<file path="src/common/lss_pkg.sv">
// Shared constants and carriers of the split-screen and panel power block.
// Assumes an 8-bit register port and a same-clock refresh timing source.
`default_nettype none

package lss_pkg;

    // ----------------------------------------
    // Register offsets
    // ----------------------------------------
    localparam logic [7:0] LSS_OFF_MODE2 = 8'h03;
    localparam logic [7:0] LSS_OFF_S1_LO = 8'h0C;
    localparam logic [7:0] LSS_OFF_S1_MID = 8'h0D;
    localparam logic [7:0] LSS_OFF_S2_LO = 8'h0E;
    localparam logic [7:0] LSS_OFF_S2_MID = 8'h0F;
    localparam logic [7:0] LSS_OFF_HI_BITS = 8'h10;
    localparam logic [7:0] LSS_OFF_LINES_LO = 8'h12;
    localparam logic [7:0] LSS_OFF_LINES_HI = 8'h13;
    localparam logic [7:0] LSS_OFF_PORTRAIT = 8'h1B;
    localparam logic [7:0] LSS_OFF_PANEL_LO = 8'h30;
    localparam logic [7:0] LSS_OFF_PANEL_HI = 8'h31;
    localparam logic [7:0] LSS_OFF_STATUS = 8'h32;

    // ----------------------------------------
    // Field positions
    // ----------------------------------------
    localparam int LSS_BIT_OVERRIDE = 3;
    localparam int LSS_BIT_HW_EN = 7;
    localparam int LSS_BIT_S1_B16 = 0;
    localparam int LSS_BIT_S2_B16 = 1;
    localparam int LSS_BIT_PORTRAIT = 7;
    localparam logic [1:0] LSS_SWPS_NORMAL = 2'h3;
    localparam logic [1:0] LSS_SWPS_SAVE = 2'h0;

    // ----------------------------------------
    // Reset values and frame counts
    // ----------------------------------------
    localparam logic [7:0] LSS_RST_BYTE = 8'h00;
    localparam logic [7:0] LSS_DISCHARGE_FRAMES = 8'h80;
    localparam logic [9:0] LSS_LINE_MAX = 10'h3FF;

    // Configuration handed to the split-screen fetch selector
    typedef struct packed {
        logic [16:0] s1_start;
        logic [16:0] s2_start;
        logic [9:0] s1_lines;
        logic [9:0] panel_lines;
        logic portrait;
    } lss_cfg_type;

    // Fetch source for the current display line
    typedef struct packed {
        logic second;
        logic word_addr;
        logic [16:0] base;
    } lss_fetch_type;

    // Address decode, used for every register
    function automatic logic lss_hit(input logic [7:0] a,
                                     input logic [7:0] off);
        return a == off;
    endfunction

endpackage

`default_nettype wire

</file>
<file path="src/design/lss_power_seq.sv">
// Panel power and panel logic sequencer around power save.
// Assumes frame_start is a one-cycle pulse on clk, sleep already decoded.
`default_nettype none

module lss_power_seq (
    // Clock and reset
    input wire logic clk,
    input wire logic rst_n,
    // Frame timing
    input wire logic frame_start,
    // Control
    input wire logic sleep,
    input wire logic override,
    // Panel side
    output logic panel_power_en,
    output logic panel_logic_en
);
    import lss_pkg::*;

    // ----------------------------------------
    // State
    // ----------------------------------------
    typedef struct packed {
        logic power;        // Panel supply enable
        logic logic_on;     // Panel logic signals running
        logic [7:0] cnt;    // Frames spent in power save
    } lss_pwr_type;

    lss_pwr_type q, d;

    // Next state
    always_comb begin
        d = q;
        if (!sleep) begin
            // Logic restarts at once, ahead of power
            d.logic_on = 1'b1;
            d.cnt = '0;
        end else if (frame_start && q.cnt != LSS_DISCHARGE_FRAMES) begin
            // Keep driving while the supply discharges
            d.cnt = q.cnt + 8'h01;
            if (d.cnt == LSS_DISCHARGE_FRAMES) begin
                d.logic_on = 1'b0;
            end
        end
        // Power follows at the next frame start; needs logic already up
        if (frame_start) begin
            d.power = !sleep && !override && q.logic_on;
        end
    end

    // Registers
    always_ff @(posedge clk or negedge rst_n) begin
        if (!rst_n) begin
            q <= '{power: 1'b0, logic_on: 1'b0,
                   cnt: LSS_DISCHARGE_FRAMES};
        end else begin
            q <= d;
        end
    end

    assign panel_power_en = q.power;
    assign panel_logic_en = q.logic_on;

endmodule

`default_nettype wire

</file>
<file path="src/design/lss_split_sel.sv">
// Split-screen fetch source selection per display line.
// Assumes frame_start marks line 0 and line_start each later line.
`default_nettype none

module lss_split_sel (
    // Clock and reset
    input wire logic clk,
    input wire logic rst_n,
    // Refresh timing
    input wire logic frame_start,
    input wire logic line_start,
    // Live configuration
    input wire lss_pkg::lss_cfg_type cfg,
    // Fetch source
    output lss_pkg::lss_fetch_type fetch
);
    import lss_pkg::*;

    // ----------------------------------------
    // State
    // ----------------------------------------
    typedef struct packed {
        lss_cfg_type cfg;      // Frame copy of configuration
        logic [9:0] line;      // Line within the frame
        lss_fetch_type fetch;  // Registered fetch source
    } lss_sel_type;

    lss_sel_type q, d;

    // Next state
    always_comb begin
        d = q;
        if (frame_start) begin
            // Mid-frame writes wait for the next frame
            d.cfg = cfg;
            d.line = '0;
        end else if (line_start && q.line != LSS_LINE_MAX) begin
            d.line = q.line + 10'h001;
        end
        // Fetch source moves only on a strobe, never out of reset
        if (frame_start || line_start) begin
            // Screen one on top, screen two after its lines
            d.fetch.second = !d.cfg.portrait
                && d.cfg.s1_lines < d.cfg.panel_lines
                && d.line >= d.cfg.s1_lines;
            d.fetch.base = d.fetch.second ? d.cfg.s2_start
                                          : d.cfg.s1_start;
            // Landscape offsets count words, portrait bytes
            d.fetch.word_addr = !d.cfg.portrait;
        end
    end

    // Registers
    always_ff @(posedge clk or negedge rst_n) begin
        if (!rst_n) begin
            q <= '0;
        end else begin
            q <= d;
        end
    end

    assign fetch = q.fetch;

endmodule

`default_nettype wire

</file>
<file path="src/design/lss_top.sv">
// Split-screen refresh control and panel power sequencing, top level.
// Assumes a byte register port and same-clock refresh timing pulses;
// the sleep pin is asynchronous and is synchronised here.
//
// Operation
// - Two bytes form 10-bit screen-one line count.
// - Count at or over panel lines: no split.
// - Frame top fetches from screen-one start; a zero count fetches screen two from line 0.
// - Remaining lines fetch from screen-two start.
// - Screen one always on top.
// - Screen-two start is 17 bits over registers.
// - Screen two starts at next line's left.
// - Landscape start address is a word offset.
// - Portrait disables the split entirely.
// - Power save drops panel power next frame.
// - Logic runs 128 frames after power save.
// - Override updates power next frame, holds off.
// - Pin sleep honoured only when enabled.
// - Power save field: 11 normal, 00 save.
// - Logic active no later than panel power.
// - Screen-one start is 17 bits, top-left.
// - Portrait enable bit in portrait register.
// - Pin low leaves hardware power save.
`default_nettype none

module lss_top (
    // Clock and reset
    input wire logic clk,
    input wire logic nrst,
    // Register port
    input wire logic [7:0] reg_addr,
    input wire logic [7:0] reg_wdata,
    input wire logic reg_wr,
    input wire logic reg_rd,
    output logic [7:0] reg_rdata,
    // Refresh timing
    input wire logic frame_start,
    input wire logic line_start,
    // Hardware sleep pin
    input wire logic hw_sleep_request_pin,
    // Panel power
    output logic panel_power_en,
    output logic panel_logic_en,
    // Fetch source
    output lss_pkg::lss_fetch_type fetch
);
    import lss_pkg::*;

    // ----------------------------------------
    // Reset release
    // ----------------------------------------

    // Two-stage release keeps the deassertion synchronous
    logic [1:0] rst_sync_q;
    logic rst_n;

    // Reset synchroniser
    always_ff @(posedge clk or negedge nrst) begin
        if (!nrst) begin
            rst_sync_q <= 2'b00;
        end else begin
            rst_sync_q <= {rst_sync_q[0], 1'b1};
        end
    end

    // Internal reset
    assign rst_n = rst_sync_q[1];

    // ----------------------------------------
    // State
    // ----------------------------------------

    // Software-visible registers and port state
    typedef struct packed {
        logic [1:0] pin_sync;      // Sleep pin synchroniser
        logic override;            // Panel power override
        logic hw_en;               // Hardware save enable
        logic [1:0] swps;          // Software power save field
        logic [7:0] s1_lo;         // Screen-one start bits 7:0
        logic [7:0] s1_mid;        // Screen-one start bits 15:8
        logic s1_b16;              // Screen-one start bit 16
        logic [7:0] s2_lo;         // Screen-two start bits 7:0
        logic [7:0] s2_mid;        // Screen-two start bits 15:8
        logic s2_b16;              // Screen-two start bit 16
        logic [7:0] lines_lo;      // Screen-one lines 7:0
        logic [1:0] lines_hi;      // Screen-one lines 9:8
        logic portrait;            // Portrait enable
        logic [7:0] panel_lo;      // Panel lines 7:0
        logic [1:0] panel_hi;      // Panel lines 9:8
        logic [7:0] rdata;         // Read data, one cycle late
    } lss_top_type;

    lss_top_type q, d;

    // Sub-block connections
    lss_cfg_type cfg;      // Live split configuration
    logic sw_save;         // Software save requested
    logic hw_save;         // Hardware save requested
    logic sleep;           // Either save mode
    logic [7:0] status;    // Read-only status byte

    // ----------------------------------------
    // Power save decode
    // ----------------------------------------

    // Anything but the normal code counts as save; only the two
    // documented codes should be written
    assign sw_save = q.swps != LSS_SWPS_NORMAL;

    // Pin high requests save, only while enabled
    assign hw_save = q.hw_en && q.pin_sync[1];

    // Either mode starts the sequence
    assign sleep = sw_save || hw_save;

    // ----------------------------------------
    // Configuration assembly
    // ----------------------------------------

    // Screen-one start, three registers
    assign cfg.s1_start = {q.s1_b16, q.s1_mid, q.s1_lo};

    // Screen-two start, three registers
    assign cfg.s2_start = {q.s2_b16, q.s2_mid, q.s2_lo};

    // Upper byte gives only two bits
    assign cfg.s1_lines = {q.lines_hi, q.lines_lo};

    // Physical lines of the panel
    assign cfg.panel_lines = {q.panel_hi, q.panel_lo};

    // Portrait switches the split off
    assign cfg.portrait = q.portrait;

    // Status: save request, fetch source and panel state
    assign status = {4'h0, sleep, fetch.second,
                     panel_logic_en, panel_power_en};

    // ----------------------------------------
    // Register file next state
    // ----------------------------------------

    // Writes, reads and the pin synchroniser
    always_comb begin
        d = q;
        // First flop feeds only the second
        d.pin_sync = {q.pin_sync[0], hw_sleep_request_pin};
        // Read data stands for one cycle only
        d.rdata = LSS_RST_BYTE;

        if (reg_wr) begin
            // Mode register: override, enable, save field
            if (lss_hit(reg_addr, LSS_OFF_MODE2)) begin
                d.override = reg_wdata[LSS_BIT_OVERRIDE];
                d.hw_en = reg_wdata[LSS_BIT_HW_EN];
                d.swps = reg_wdata[1:0];
            end
            // Screen-one start bytes
            if (lss_hit(reg_addr, LSS_OFF_S1_LO)) begin
                d.s1_lo = reg_wdata;
            end
            if (lss_hit(reg_addr, LSS_OFF_S1_MID)) begin
                d.s1_mid = reg_wdata;
            end
            // Screen-two start bytes
            if (lss_hit(reg_addr, LSS_OFF_S2_LO)) begin
                d.s2_lo = reg_wdata;
            end
            if (lss_hit(reg_addr, LSS_OFF_S2_MID)) begin
                d.s2_mid = reg_wdata;
            end
            // Bit 16 of both start addresses
            if (lss_hit(reg_addr, LSS_OFF_HI_BITS)) begin
                d.s1_b16 = reg_wdata[LSS_BIT_S1_B16];
                d.s2_b16 = reg_wdata[LSS_BIT_S2_B16];
            end
            // Screen-one line count
            if (lss_hit(reg_addr, LSS_OFF_LINES_LO)) begin
                d.lines_lo = reg_wdata;
            end
            if (lss_hit(reg_addr, LSS_OFF_LINES_HI)) begin
                d.lines_hi = reg_wdata[1:0];
            end
            // Portrait control
            if (lss_hit(reg_addr, LSS_OFF_PORTRAIT)) begin
                d.portrait = reg_wdata[LSS_BIT_PORTRAIT];
            end
            // Panel height
            if (lss_hit(reg_addr, LSS_OFF_PANEL_LO)) begin
                d.panel_lo = reg_wdata;
            end
            if (lss_hit(reg_addr, LSS_OFF_PANEL_HI)) begin
                d.panel_hi = reg_wdata[1:0];
            end
        end

        if (reg_rd) begin
            // Unmapped and reserved bits read as zero
            unique case (1'b1)
                lss_hit(reg_addr, LSS_OFF_MODE2): begin
                    d.rdata[LSS_BIT_OVERRIDE] = q.override;
                    d.rdata[LSS_BIT_HW_EN] = q.hw_en;
                    d.rdata[1:0] = q.swps;
                end
                lss_hit(reg_addr, LSS_OFF_S1_LO): begin
                    d.rdata = q.s1_lo;
                end
                lss_hit(reg_addr, LSS_OFF_S1_MID): begin
                    d.rdata = q.s1_mid;
                end
                lss_hit(reg_addr, LSS_OFF_S2_LO): begin
                    d.rdata = q.s2_lo;
                end
                lss_hit(reg_addr, LSS_OFF_S2_MID): begin
                    d.rdata = q.s2_mid;
                end
                lss_hit(reg_addr, LSS_OFF_HI_BITS): begin
                    d.rdata[LSS_BIT_S1_B16] = q.s1_b16;
                    d.rdata[LSS_BIT_S2_B16] = q.s2_b16;
                end
                lss_hit(reg_addr, LSS_OFF_LINES_LO): begin
                    d.rdata = q.lines_lo;
                end
                lss_hit(reg_addr, LSS_OFF_LINES_HI): begin
                    d.rdata[1:0] = q.lines_hi;
                end
                lss_hit(reg_addr, LSS_OFF_PORTRAIT): begin
                    d.rdata[LSS_BIT_PORTRAIT] = q.portrait;
                end
                lss_hit(reg_addr, LSS_OFF_PANEL_LO): begin
                    d.rdata = q.panel_lo;
                end
                lss_hit(reg_addr, LSS_OFF_PANEL_HI): begin
                    d.rdata[1:0] = q.panel_hi;
                end
                lss_hit(reg_addr, LSS_OFF_STATUS): begin
                    d.rdata = status;
                end
                default: begin
                    // Unmapped address answers zero
                    d.rdata = LSS_RST_BYTE;
                end
            endcase
        end
    end

    // ----------------------------------------
    // Register file flops
    // ----------------------------------------

    // Reset leaves the panel in software power save
    always_ff @(posedge clk or negedge rst_n) begin
        if (!rst_n) begin
            q <= '0;
            q.swps <= LSS_SWPS_SAVE;
        end else begin
            q <= d;
        end
    end

    // Read data straight from its flop
    assign reg_rdata = q.rdata;

    // ----------------------------------------
    // Sub-blocks
    // ----------------------------------------

    // Line-by-line fetch source
    lss_split_sel u_split (
        .clk(clk),
        .rst_n(rst_n),
        .frame_start(frame_start),
        .line_start(line_start),
        .cfg(cfg),
        .fetch(fetch)
    );

    // Panel power and logic sequencing; the host keeps the
    // override ordering for manual sequences
    lss_power_seq u_power (
        .clk(clk),
        .rst_n(rst_n),
        .frame_start(frame_start),
        .sleep(sleep),
        .override(q.override),
        .panel_power_en(panel_power_en),
        .panel_logic_en(panel_logic_en)
    );

endmodule

`default_nettype wire

</file>
<file path="config.mk">
export PLATFORM = sky130hd
export DESIGN_NAME = lss_top
export DESIGN_NICKNAME = d
export VERILOG_FILES = /design/src/common/lss_pkg.sv /design/src/design/lss_power_seq.sv /design/src/design/lss_split_sel.sv /design/src/design/lss_top.sv
export SDC_FILE = /design/constraint.sdc
export NUM_CORES = 1
export LEC_CHECK = 0
export BUFFER_PORTS_ARGS = -buffer_cell sky130_fd_sc_hd__buf_2
export CAP_MARGIN = 5
export CORE_MARGIN = 1
export CORE_UTILIZATION = 45
export CTS_BUF_LIST = sky130_fd_sc_hd__clkbuf_8 sky130_fd_sc_hd__clkbuf_16
export DETAILED_ROUTE_END_ITERATION = 16
export GPL_ROUTABILITY_DRIVEN = 0
export PLACE_DENSITY_LB_ADDON = 0.08
export SYNTH_ARGS = -nofsm -noshare
export SYNTH_HDL_FRONTEND = slang
export SYNTH_SLANG_ARGS = --single-unit
</file>
<file path="constraint.sdc">
create_clock -name clk -period 7.6 [get_ports clk]
set_clock_uncertainty 0.05 [all_clocks]
set_input_delay 1.14 -clock clk [delete_from_list [all_inputs] [get_ports clk]]
set_output_delay 1.14 -clock clk [all_outputs]
set_load 0.005 [all_outputs]
</file>
=== Yosys cells after proc, flatten, opt, wreduce, memory -nomap -nowiden ===
Cells that the tools add are included.
Widths: inputs -> output; s select.

* Memories: 0
* Register bits after elaboration: 165
* Bits in latches: 0
* ROM bits: 0
* Memory bits (writable): 0

* Shift-type cells: 0
* Eq/ne operators: 18
* $lt $le $gt $ge: 2
* Div/mod/pow operators: 0
* $mul: 0
* Bitwise gates (word level): 0
* $add $sub $neg: 2
* Reductions and logical operators: 24
* Mux-type cells: 13

{| class="wikitable"
|+ Operator list
! cell !! number
|-
| $mux 55 || 1
|-
| $eq 8x4->1 const B || 4
|-
| $eq 8x5->1 const B || 4
|-
| $eq 8x6->1 const B || 3
|-
| $reduce_and 2->1 || 12
|-
| $pmux 2 s11 || 1
|-
| $mux 10 || 2
|-
| $mux 9 || 2
|-
| $pmux 3 s6 || 1
|-
| $mux 17 || 1
|-
| $pmux 1 s8 || 2
|-
| $add 10x1->10 const B || 1
|-
| $ge 10x10->1 || 1
|-
| $lt 10x10->1 || 1
|-
| $ne 10x10->1 const B || 1
|-
| $add 8x1->8 const B || 1
|-
| $eq 8x2->1 const B || 1
|-
| $eq 8x8->1 const B || 1
|-
| $mux 8 || 1
|-
| $ne 8x8->1 const B || 1
|-
| $logic_and 1x1->1 || 7
|-
| $pmux 1 s7 || 1
|-
| $ne 2x2->1 const B || 3
|-
| $logic_not 1->1 || 3
|-
| 2 further kinds || 3
|}

=== Depth between registers and ports, before layout ===
Gate-level depths: netlist (run 1).

* Word-level depth: 7
* Gate-level depth with buffers: 16

=== Cells and area by module ===
From an unflattened synthesis (run 1), not the netlist that was laid out.

* Cell total of the unflattened synthesis: 638
* Area, all modules: 7907.6 um2

{| class="wikitable"
|+ Modules (own cells, without submodules)
! module !! area each (um2) !! cells each !! times used
|-
| lss_split_sel || 3990.1 || 340 || 1
|-
| lss_top || 3344.5 || 243 || 1
|-
| lss_power_seq || 573.0 || 55 || 1
|}

=== Worst setup path after synthesis (run 1) ===
OpenSTA, ideal clock, no wires.

* Kind: input port to flip-flop
* Start point: in frame_start
* End point: reg u_split.q (netlist bit u_split.fetch[10])
* Stages: 14
* Arrival: 3.755 ns
* Setup slack: 3.663 ns
* Data required time: 7.418 ns
* Path through: buf_2 -> buf_1 -> buf_2 -> mux2i_1 -> inv_1 -> ha_1 -> nand4_1 -> a211o_1 -> a31oi_1 -> a211o_1 -> buf_6 -> buf_6 -> mux2i_1 -> o21ai_1

{| class="wikitable"
|+ RTL lines
! item !! line !! source
|-
| start: declaration || lss_top.sv:37 || <nowiki>input wire logic frame_start,</nowiki>
|-
| end signal: assignment || lss_split_sel.sv:56 || <nowiki>q <= '0;</nowiki>
|-
| end signal: assignment || lss_split_sel.sv:58 || <nowiki>q <= d;</nowiki>
|-
| end: declaration || lss_split_sel.sv:28 || <nowiki>lss_sel_type q, d;</nowiki>
|}

==> results.ini, run 1 <==
[critical_path]
critical_path.max_fanout = 18
crit_required_ns = 7.84
critical-path-max-stage-delay_ns = 0.95
path_common_cell = nand4_1
worst_r2r_endpoint = u_split.fetch[6]
cp_data_arrival_time_ns = 4.62
timing.critical_path.slowest_stage_cell = a211o_1
worst-setup-path-type = in2reg
cp_cell_sequence = buf_2 > o31a_1 > nand4_1 > or3_1 > a21oi_1 > ha_1 > nand4_1 > a211oi_1 > a2111oi_0 > a211o_1 > mux2i_1 > o21ai_0
cp-start-kind = primary input
critPathBufInv = 1
critical_path.top_delay_family = compound AO/OA/AOI/OAI gates
timing.reg2reg.setup_slack_ns = 3.33
worst-r2r-cell-count = 13
rr_startpoint = u_split.q[19]
worst_setup_path_end_kind = register

[power]
power_report.internal_total_uw = 1590
cellPowerDensity_nw_per_um2 = 250
leakagePower_uw = 0.00441
netSwitchingPower_uw = 561
worst_ir_drop_vdd_mv = 0.152
power.share.clock_pct = 41.3
power.share.combinational_pct = 12.2
sw_frac_of_total_pct = 26.1
pwr-share-seq_pct = 46.4

[logic_synthesis]
synthDominantAreaCellType = dfrtp_1
dominantRegCellSynth = dfrtp_1
synth_seq_area_share_pct = 53.4
ys_ff_latch = 165
yosys-top-cells-area = dfrtp_1 53%, mux2_2 14%, mux2i_1 6.1%
synth_cells = 634
syn-num-nets = 679
top_area_cell_type_share_of_the_netlist_area_pct = 53.0
synth-edff-count = 0
post_synth_instance_area_um2 = 7740
post_synth_arst_share_pct = 100
yosys_warnings = 0
postSynthAreaPerCell_um2 = 12.2
yosysUniqueCellTypes = 54

[detailed_routing]
post_drt_wl_per_cell_um = 18.5
via_count = 4787
drc_errors = 0
antenna_left = 0
routed_via_density = 5.41
routed_wl_um = 16400
first_iter_violations = 223
drt_pre_antenna_iters = 4

[global_routing]
antenna_found_initial = 0
grt_use_total_pct = 19.9
grt_start_max_net_pins = 76
first_global_vias = 4907
overflow_left_after_global_routing = 0
grt_first_pass_wirelength_um = 26700

[clock_tree]
clock_insertion_delay_worst_skew_ns = 0.42
cts_hold_repair.buffers = 0
cts.path.max_buffers = 2
htree_levels = 4
cts_num_sinks = 165
cts_made_buffers = 17
worst_setup_hold_path_clk_slew_ns = 0.07
cts-root-buf = clkbuf_16
tritoncts = done
cts.repair.resized = 0
post-cts-setup-buffers = 0

[timing]
final.period_utilization_pct = 57.6
timing_max_transition_violations_final = 0
max_freq_ghz = 0.228
setup_viol = 0
period_needed_ns = 4.38
worst-slew-pin-transition_ns = 1.14
timing_hold_violations_final = 0
maxSlewHeadroom_pct = 24.2
fin_tns_setup_ns = 0
unrepaired_setup_endpoints_after_global_routing = false

[placed_design]
port_buffers = 51
detailed_placement_hpwl_um = 11300
placed_cells = 854

[floorplan]
initial_core_util_pct = 46.3
core_rows = 47
pin_count = 52
dieHeight_um = 133
coreArea_um2 = 16700
die_w_um = 133
fp.dieArea_um2 = 17700

[finish]
final_layout_size_suffix_gt1_share_pct = 29.3
number_of_non_filler_instances_in_the_completed_layout = 885
area.growth.synth_to_final_pct = 10.9
finish.net_count = 698
fillerInstances = 1501
layout_commonest_cell = dfrtp_1
most_frequent_cells_in_the_layout = 163 x dfrtp_1, 96 x mux2_2, 50 x buf_2, 47 x mux2i_1, 46 x nand2_1
antenna-diode-count = 0

[min_path]
holdCritPathClass = reg2async

[run]
drv_cap = 0

[status]
run_status = finished clean

-- power groups by stage --
| stage | logic, uW | registers (uW) | clock network [uW] |
|---|---|---|---|
| 6_report | 263 | 997 | 888 |
| 5_1_grt | 294 | 1010 | 943 |
| 4_1_cts | 269 | 997 | 908 |
| 3_5_place_dp | 268 | 1010 | 0 |
| 3_3_place_gp | 262 | 1010 | 0 |
| 2_1_floorplan | 210 | 1000 | 0 |
-- logic make-up (layout without fill, tap and decap cells) --
group           Yosys count  count (layout)  share of synthesized area, %
compound gates           74              74                          6.34
fa+ha+maj                22              22                          3.56
flops                   165             165                          53.4
xor+xnor                 16              16                          1.81
buf+inv                  82             113                          5.58
other cells               1               1                        0.0485
simple gates            126             126                          7.90
mux                     148             148                          21.4
-- state kept, by name, summed over array words and instances (netlist names) --
signal / cells
u_split.q: 65
cfg: 55
u_split.fetch: 19
reg_rdata: 8
u_power.q: 8
q: 5
rst_sync_q: 2
d: 1
u_power.panel_logic_en: 1
u_power.panel_power_en: 1
-- per-layer routing --
layer / vias to the layer above / track usage [%] / part of all wire (%)
li1: 2250 / - / -
met2: 98 / 32.3 / 48
met5: - / 0 / 0
met1: 2423 / 27.0 / 47
met3: 16 / 4.38 / 3.2
met4: 0 / 5.68 / 1.1
-- Yosys cell counts, types with 2 or more instances --
master       n
dfrtp_1    164
mux2_2      96
mux2i_1     47
nand2_1     46
nor2_1      29
inv_1       28
buf_4       27
ha_1        22
o21ai_0     17
a21oi_1     13
nand3_1     11
clkbuf_1    10
xor2_1      10
buf_1        9
nand4_1      9
o21ai_1      9
a22oi_1      6
buf_2        6
xnor2_1      6
and3_1       5
nor3_1       5
a21boi_0     4
mux4_2       4
nand2b_1     4
or3_1        4
a221oi_1     3
nand4b_1     3
o221ai_1     3
a2111oi_0    2
a211o_1      2
a211oi_1     2
a31oi_1      2
a41oi_1      2
and2_1       2
buf_6        2
nor3_2       2
-- per-stage QoR --
step           hold slack, ns  utilization [%]  total power, uW  setup slack, ns  cell area [um2]
6_report                0.217             51.4             2150             3.22             8580
3_3_place_gp            0.222             47.8             1270             2.85             7980
3_5_place_dp            0.229             47.8             1280             2.73             7980
5_1_grt                 0.256             51.4             2240             2.99             8580
4_1_cts                 0.236             51.4             2170             3.20             8580
2_1_floorplan           0.281                -             1220             2.61             7740
-- area by class of cell --
cell class	count	area (um2)	share of cell area, %
clock buffers	18	439	5.12
flip-flops and latches	165	4130	48.2
multi-input cells	387	3180	37.1
clock inverters	13	170	1.98
inverters	28	105	1.22
repair buffers	54	280	3.26
well taps	220	275	3.21
-- how the worst max path moves through the flow --
stage,end,cells past startpoint,from
floorplan,cfg[0],0,rst_sync_q[1]
global placement,u_split.fetch[1],12,line_start
detailed placement,u_split.fetch[6],12,line_start
CTS,u_split.fetch[6],12,line_start
global route,u_split.fetch[4],9,frame_start
finish,u_split.fetch[6],12,line_start
No activity file was read; power rests on OpenSTA's default activity.
==> run 2, diff against run 1 <==
==> constraint.sdc (replaced) <==
create_clock -name clk -period 4 [get_ports clk]
set_clock_uncertainty 0.05 [all_clocks]
set_input_delay 0.6 -clock clk [delete_from_list [all_inputs] [get_ports clk]]
set_output_delay 0.6 -clock clk [all_outputs]
set_load 0.005 [all_outputs]
==> run 2 against run 1 <==
First-iteration DRC count up 39%; routed wire length up 1.6%; critical endpoint is now u_split.fetch[4]; critical path type is now reg2reg; power up 87%; largest power group unchanged.
==> results.ini, run 2 (synthesis gave the netlist of run 1 again) <==
[power]
leakagePower_uw = 0.00443  ; was 0.00441 uW
fin_total_pwr_uw = 4010  ; was 2150 uW
worst_ir_drop_vdd_mv = 0.339  ; was 0.152 mV
cellPowerDensity_nw_per_um2 = 465  ; was 250 nW/um2

[floorplan]
fp.dieArea_um2 = 17700  ; unchanged
core_rows = 47  ; unchanged
coreArea_um2 = 16700  ; unchanged
dieHeight_um = 133  ; unchanged
die_w_um = 133  ; unchanged
initial_core_util_pct = 46.3  ; unchanged
pin_count = 52  ; unchanged

[clock_tree]
htree_levels = 4  ; unchanged
cts_made_buffers = 17  ; unchanged
cts-root-buf = clkbuf_16  ; unchanged
clock_insertion_delay_worst_skew_ns = 0.43  ; was 0.42 ns
cts_num_sinks = 165  ; unchanged
post-cts-setup-buffers = 0  ; unchanged
tritoncts = done  ; unchanged
worst_setup_hold_path_clk_slew_ns = 0.07  ; about the same
cts.path.max_buffers = 2  ; unchanged

[detailed_routing]
via_count = 4774  ; was 4787
drt_pre_antenna_iters = 5  ; was 4
first_iter_violations = 310  ; was 223
drc_errors = 0  ; unchanged
routed_via_density = 5.36  ; was 5.41
antenna_left = 0  ; unchanged
routed_wl_um = 16700  ; was 16400 um
post_drt_wl_per_cell_um = 18.7  ; was 18.5 um

[global_routing]
first_global_vias = 5053  ; was 4907
grt_start_max_net_pins = 164  ; was 76
grt_use_total_pct = 20.5  ; was 19.9%
overflow_left_after_global_routing = 0  ; unchanged
grt_first_pass_wirelength_um = 27600  ; was 26700 um
antenna_found_initial = 0  ; unchanged

[timing]
maxSlewHeadroom_pct = 36.7  ; was 24.2%
unrepaired_setup_endpoints_after_global_routing = false  ; unchanged
final.period_utilization_pct = 90.2
max_freq_ghz = 0.277
period_needed_ns = 3.61
final_setup_margin_ns = 0.391  ; was 3.22 ns
timing_max_transition_violations_final = 0  ; unchanged
worst-slew-pin-transition_ns = 0.949  ; was 1.14 ns
setup_viol = 0  ; unchanged
timing_hold_violations_final = 0  ; unchanged
fin_tns_setup_ns = 0  ; unchanged

[critical_path]
timing.reg2reg.setup_slack_ns = 0.39  ; was 3.33 ns
cp-start-kind = register  ; was primary input
worst_setup_path_end_kind = register  ; unchanged
timing.critical_path.slowest_stage_cell = dfrtp_1  ; was a211o_1
critical_path.max_fanout = 18  ; unchanged
critical-path-max-stage-delay_ns = 0.41  ; was 0.95 ns
crit_required_ns = 4.24  ; was 7.84 ns
cp_data_arrival_time_ns = 3.85  ; was 4.62 ns
cp_cell_sequence = ha_1 > nand3_1 > o31a_1 > nand4_1 > or3_1 > a21oi_1 > ha_1 > nand4_1 > a211oi_1 > a2111oi_0 > a211o_1 > buf_12 > mux2i_1 > o21ai_0  ; was buf_2 > o31a_1 > nand4_1 > or3_1 > a21oi_1 > ha_1 > nand4_1 > a211oi_1 > a2111oi_0 > a211o_1 > mux2i_1 > o21ai_0
worst-setup-path-type = reg2reg  ; was in2reg

[finish]
final_design_area_no_fill_um2 = 8620  ; was 8580 um2
flip_flop_count_of_the_largest_register_after_layout = 65  ; unchanged
final_layout_size_suffix_gt1_share_pct = 29.7  ; was 29.3%
layout_commonest_cell = dfrtp_1  ; unchanged
most_frequent_cells_in_the_layout = 163 x dfrtp_1, 96 x mux2_2, 51 x buf_2, 47 x mux2i_1, 46 x nand2_1  ; was 163 x dfrtp_1, 96 x mux2_2, 50 x buf_2, 47 x mux2i_1, 46 x nand2_1
largest-register = u_split.q  ; unchanged
area.growth.synth_to_final_pct = 11.4  ; was 10.9%
finish.net_count = 703  ; was 698
antenna-diode-count = 0  ; unchanged

[status]
run_status = finished clean  ; unchanged

[placed_design]
placement.cell_area_um2 = 8040  ; was 7980 um2
detailed_placement_hpwl_um = 11300  ; about the same
preCtsSetupSlack_ns = 0.404  ; was 2.73 ns
port_buffers = 51  ; unchanged

[min_path]
holdCritPathClass = in2reg  ; was reg2async

[run]
drv_cap = 0  ; unchanged

## run 2: final timing paths
kind                                 startpoint          endpoint  cells past startpoint
hold reg to reg                   rst_sync_q[0]     rst_sync_q[1]                      0
setup / recovery                  u_split.q[19]  u_split.fetch[4]                     14
hold / removal             hw_sleep_request_pin             d[68]                      1
max in group asynchronous         rst_sync_q[1]     u_split.q[64]                      1
setup reg to reg                  u_split.q[19]  u_split.fetch[4]                     14
min in group asynchronous         rst_sync_q[1]     u_split.q[62]                      1
## run 2: layout make-up
| class | count | area [um2] |
|---|---|---|
| fill | 1493 | 8080 |
| sequential | 165 | 4130 |
| multi-input combinational | 387 | 3180 |
| clock buffer | 17 | 425 |
| timing repair buffer | 59 | 355 |
| tap | 220 | 275 |
| clock inverter | 15 | 146 |
| inverter | 28 | 105 |
## run 2: worst max-delay path, delay by kind of cell, from the launching register on
kind            cells  cell delay (ns)
mux                 1             0.21
buf+inv             1             0.20
compound gates      6             1.24
flops               1             0.41
simple gates        4             0.82
fa+ha+maj           2             0.51
## run 2: through the flow
step / hold WS, ns / util [%] / std cells
5_1_grt: 0.225 / 51.6 / 891
3_5_place_dp: 0.296 / 48.1 / 858
4_1_cts: 0.225 / 51.6 / 891
2_1_floorplan: 0.254 / - / 634
3_3_place_gp: 0.290 / 48.1 / 858
6_report: 0.242 / 51.6 / 891
## run 2: report_power, final
group          leakage (uW)  switching (uW)  internal, uW  total, uW
logic               0.00190             295           240        534
registers           0.00225             101          1790       1890
clock network      0.000286             716           875       1590
total               0.00443            1110          2900       4010
## run 2: layer usage
metal  share of wire (%)  up-vias  track usage [%]  wire length [um]
li1                    -     2260                -                 -
met1                  48     2423             28.3              7980
met2                  48       80             32.6              7960
met3                 3.5       11             4.38               581
met4                0.93        0             5.87               155
met5                   0        -                0                 0
## run 2: what timing repair did
item / in CTS / in global routing
endpoints found under the hold margin: 2 / 0
resized for setup: 0 / 0
hold buffers: 1 / 0
==> run 3, diff against run 2 <==
--- a/config.mk
+++ b/config.mk
@@ -5,12 +5,13 @@
 export SDC_FILE = /design/constraint.sdc
 export NUM_CORES = 1
 export LEC_CHECK = 0
-export BUFFER_PORTS_ARGS = -buffer_cell sky130_fd_sc_hd__buf_2
+export ABC_AREA = 1
 export CAP_MARGIN = 5
 export CORE_MARGIN = 1
 export CORE_UTILIZATION = 45
 export CTS_BUF_LIST = sky130_fd_sc_hd__clkbuf_8 sky130_fd_sc_hd__clkbuf_16
 export DETAILED_ROUTE_END_ITERATION = 16
+export DONT_BUFFER_PORTS = 1
 export GPL_ROUTABILITY_DRIVEN = 0
 export PLACE_DENSITY_LB_ADDON = 0.08
 export SYNTH_ARGS = -nofsm -noshare
==> run 3 against run 2 <==
Via count rose by 26%; setup slack improved by 0.54 ns; sequential power is essentially flat; synthesized area up 3.5%; sequential cell count unchanged; first-iteration DRC count is 38% higher; maximum frequency grew 18%; routed wire length grew 15%; core utilization fell by 2.1 points; combinational power decreased by 34%; cell count up 32%; critical path depth rose by 6; highest routed layer unchanged.
==> results.ini, run 3 <==
[power]
worst_ir_drop_vdd_mv = 0.296  ; was 0.339 mV
pwr-share-seq_pct = 48.3  ; was 47.0%
power.share.combinational_pct = 9.2  ; was 13.3%
cellPowerDensity_nw_per_um2 = 450  ; was 465 nW/um2
power.share.clock_pct = 42.5  ; was 39.6%
leakagePower_uw = 0.00440  ; was 0.00443 uW
power_report.internal_total_uw = 2840  ; was 2900 uW
sw_frac_of_total_pct = 26.6  ; was 27.7%
fin_total_pwr_uw = 3870  ; was 4010 uW
netSwitchingPower_uw = 1030  ; was 1110 uW

[timing]
period_needed_ns = 3.07  ; was 3.61 ns
worst-slew-pin-transition_ns = 0.848  ; was 0.949 ns
max_freq_ghz = 0.326  ; was 0.277 GHz
unrepaired_setup_endpoints_after_global_routing = false  ; unchanged
maxSlewHeadroom_pct = 43.5  ; was 36.7%
fin_hold_ws_ns = 0.154  ; was 0.242 ns
setup_viol = 0  ; unchanged
timing_hold_violations_final = 0  ; unchanged
fin_tns_setup_ns = 0  ; unchanged
final.period_utilization_pct = 76.8  ; was 90.2%
timing_max_transition_violations_final = 0  ; unchanged

[detailed_routing]
via_count = 5993  ; was 4774
first_iter_violations = 429  ; was 310
antenna_left = 0  ; unchanged
routed_wl_um = 19200  ; was 16700 um
drc_errors = 0  ; unchanged
routed_via_density = 5.08  ; was 5.36
post_drt_wl_per_cell_um = 16.3  ; was 18.7 um
drt_pre_antenna_iters = 5  ; unchanged

[logic_synthesis]
synth.most_common_cell = nand2_1  ; was dfrtp_1
yosys_warnings = 0  ; unchanged
post_synth_arst_share_pct = 100  ; unchanged
postSynthAreaPerCell_um2 = 8.24  ; was 12.2 um2
synth_seq_area_share_pct = 51.5  ; was 53.4%
synth-edff-count = 0  ; unchanged
ys_top_cells_by_count = 250 x nand2_1, 164 x dfrtp_1, 132 x inv_1  ; was 164 x dfrtp_1, 96 x mux2_2, 47 x mux2i_1
synth_cells = 972  ; was 634
yosys-top-cells-area = dfrtp_1 51%, nand2_1 12%, o21ai_0 6.9%  ; was dfrtp_1 53%, mux2_2 14%, mux2i_1 6.1%
syn-num-nets = 1017  ; was 679
dominantRegCellSynth = dfrtp_1  ; unchanged
top_area_cell_type_share_of_the_netlist_area_pct = 51.2  ; was 53.0%
ys_ff_latch = 165  ; unchanged
yosysUniqueCellTypes = 37  ; was 54
synthDominantAreaCellType = dfrtp_1  ; unchanged
post_synth_instance_area_um2 = 8010  ; was 7740 um2

[finish]
finish.net_count = 987  ; was 703
final-seq-area_um2 = 4130  ; unchanged
antenna-diode-count = 0  ; unchanged
layout_commonest_cell = nand2_1  ; was dfrtp_1
most_frequent_cells_in_the_layout = 250 x nand2_1, 163 x dfrtp_1, 132 x inv_1, 111 x o21ai_0, 45 x nor2_1  ; was 163 x dfrtp_1, 96 x mux2_2, 51 x buf_2, 47 x mux2i_1, 46 x nand2_1
area_of_the_multi_input_gates_um2 = 3010  ; was 3180 um2
number_of_non_filler_instances_in_the_completed_layout = 1179  ; was 891
fillerInstances = 1715  ; was 1493
flip_flop_count_of_the_largest_register_after_layout = 65  ; unchanged
largest-register = u_split.q  ; unchanged
area.growth.synth_to_final_pct = 7.39  ; was 11.4%
finish.utilization_pct = 49.6  ; was 51.6%
final_layout_size_suffix_gt1_share_pct = 9.22  ; was 29.7%

[floorplan]
die_w_um = 135  ; was 133 um
dieHeight_um = 135  ; was 133 um
core_rows = 48  ; was 47
fp.dieArea_um2 = 18300  ; was 17700 um2
coreArea_um2 = 17400  ; was 16700 um2
pin_count = 52  ; unchanged
initial_core_util_pct = 46.2  ; was 46.3%

[global_routing]
first_global_vias = 5953  ; was 5053
grt_start_max_net_pins = 90  ; was 164
antenna_found_initial = 0  ; unchanged
grt_first_pass_wirelength_um = 31500  ; was 27600 um
overflow_left_after_global_routing = 0  ; unchanged
grt_use_total_pct = 22.7  ; was 20.5%

[critical_path]
cp-start-kind = register  ; unchanged
worst_r2r_endpoint = u_split.fetch[2]  ; was u_split.fetch[4]
critPathBufInv = 1  ; unchanged
crit_required_ns = 4.26  ; was 4.24 ns
worst-r2r-cell-count = 20  ; was 14
cp_cell_sequence = ha_1 > nand3_1 > nor2_1 > nand2_1 > nand2_1 > inv_2 > nand3b_1 > o21ai_0 > a21oi_1 > ha_1 > nand2_1 > nand2_1 > nand2_1 > nand2_1 > nand2_1 > nand3_2 > nand3_4 > nand2_1 > nand3_1 > nand2_1  ; was ha_1 > nand3_1 > o31a_1 > nand4_1 > or3_1 > a21oi_1 > ha_1 > nand4_1 > a211oi_1 > a2111oi_0 > a211o_1 > buf_12 > mux2i_1 > o21ai_0
critical_path.max_fanout = 18  ; unchanged
critical-path-max-stage-delay_ns = 0.41  ; about the same
worst_setup_path_end_kind = register  ; unchanged
path_common_cell = nand2_1
cp_data_arrival_time_ns = 3.33  ; was 3.85 ns
critical_path.top_delay_family = simple AND/OR/NAND/NOR gates  ; was compound AO/OA/AOI/OAI gates
worst-setup-path-type = reg2reg  ; unchanged
timing.critical_path.slowest_stage_cell = dfrtp_1  ; unchanged
timing.reg2reg.setup_slack_ns = 0.93  ; was 0.39 ns
rr_startpoint = u_split.q[19]  ; unchanged

[clock_tree]
cts-root-buf = clkbuf_16  ; unchanged
worst_setup_hold_path_clk_slew_ns = 0.06  ; was 0.07 ns
clock_insertion_delay_worst_skew_ns = 0.42  ; was 0.43 ns
cts_num_sinks = 165  ; unchanged
cts_made_buffers = 17  ; unchanged
tritoncts = done  ; unchanged
cts.path.max_buffers = 2  ; unchanged
cts.repair.resized = 0  ; unchanged
htree_levels = 4  ; unchanged

[placed_design]
port_buffers = 0  ; was 51
placed_cells = 1147  ; was 858
detailed_placement_hpwl_um = 13500  ; was 11300 um

[min_path]
min_delay_path_depth = 0  ; was 1
whs_endpoint = d[68]  ; unchanged
worst_hold_startpoint = hw_sleep_request_pin  ; unchanged
holdCritPathClass = in2reg  ; unchanged

[run]
drv_cap = 0  ; unchanged

[status]
run_status = finished clean  ; unchanged

## run 3: cell count changes in the layout (fill, tap and decap cells not counted), moves of 10 or more
cell and change:
or2_2 +25, inv_2 +10, nand4_1 +10, nor2_1 +17, buf_2 -51, inv_1 +103
nand3_1 +31, mux2i_1 -47, o21ai_0 +94, nand2_1 +204, o21ai_1 +33, mux2_2 -96
## run 3: power by group through the flow
stage                     combinational (uW)  sequential, uW  clock [uW]
after floorplan                          301            1890           0
after global placement                   354            1900           0
after detailed placement                 360            1900           0
after CTS                                363            1870        1680
after global routing                     418            1890        1750
final                                    355            1870        1650
## run 3: logic make-up (layout without fill, tap and decap cells)
group / after synthesis / in the layout / synth area share, %
xor+xnor: 5 / 5 / 0.547
simple gates: 408 / 408 / 22.4
compound gates: 173 / 173 / 11.1
fa+ha+maj: 22 / 22 / 3.44
flops: 165 / 165 / 51.5
other cells: 1 / 1 / 0.0468
buf+inv: 198 / 180 / 10.9
## run 3: cell type report
class | instances | share of cell area (%)
Clock inverter | 13 | 1.72
Multi-Input combinational cell | 609 | 34.9
Inverter | 144 | 6.31
Timing Repair Buffer | 5 | 0.611
Tap cell | 225 | 3.27
Sequential cell | 165 | 48.0
Clock buffer | 18 | 5.10
## run 3: what timing repair did
action                    4_1_cts  5_1_grt
hold buffers                    1        0
hold endpoints to repair        2        0
setup buffers                   0        0
## run 3: per-stage QoR
stage	setup WS, ns	instance area (um2)
final	0.930	8600
after global routing	0.531	8600
after CTS	0.910	8600
after detailed placement	0.904	8010
after global placement	1.00	8010
after floorplan	1.22	8010
## run 3: worst max-delay path by stage
stage | from | to | slack, ns | depth (start not counted)
2_1_floorplan | rst_sync_q[1] | cfg[0] | 1.22 | 0
3_3_place_gp | u_split.q[19] | u_split.fetch[14] | 1.00 | 18
3_5_place_dp | u_split.q[19] | u_split.fetch[15] | 0.90 | 20
4_1_cts | u_split.q[19] | u_split.fetch[2] | 0.91 | 20
5_1_grt | u_split.q[19] | u_split.fetch[5] | 0.53 | 20
6_report | u_split.q[19] | u_split.fetch[2] | 0.93 | 20
## run 3: layer usage
metal  global-route usage (%)  part of all wire [%]  wire length, um
met2                     34.6                    45             8630
met5                        0                     0                0
met3                     5.61                   4.6              874
met4                     5.56                  0.91              175
met1                     32.4                    50             9530
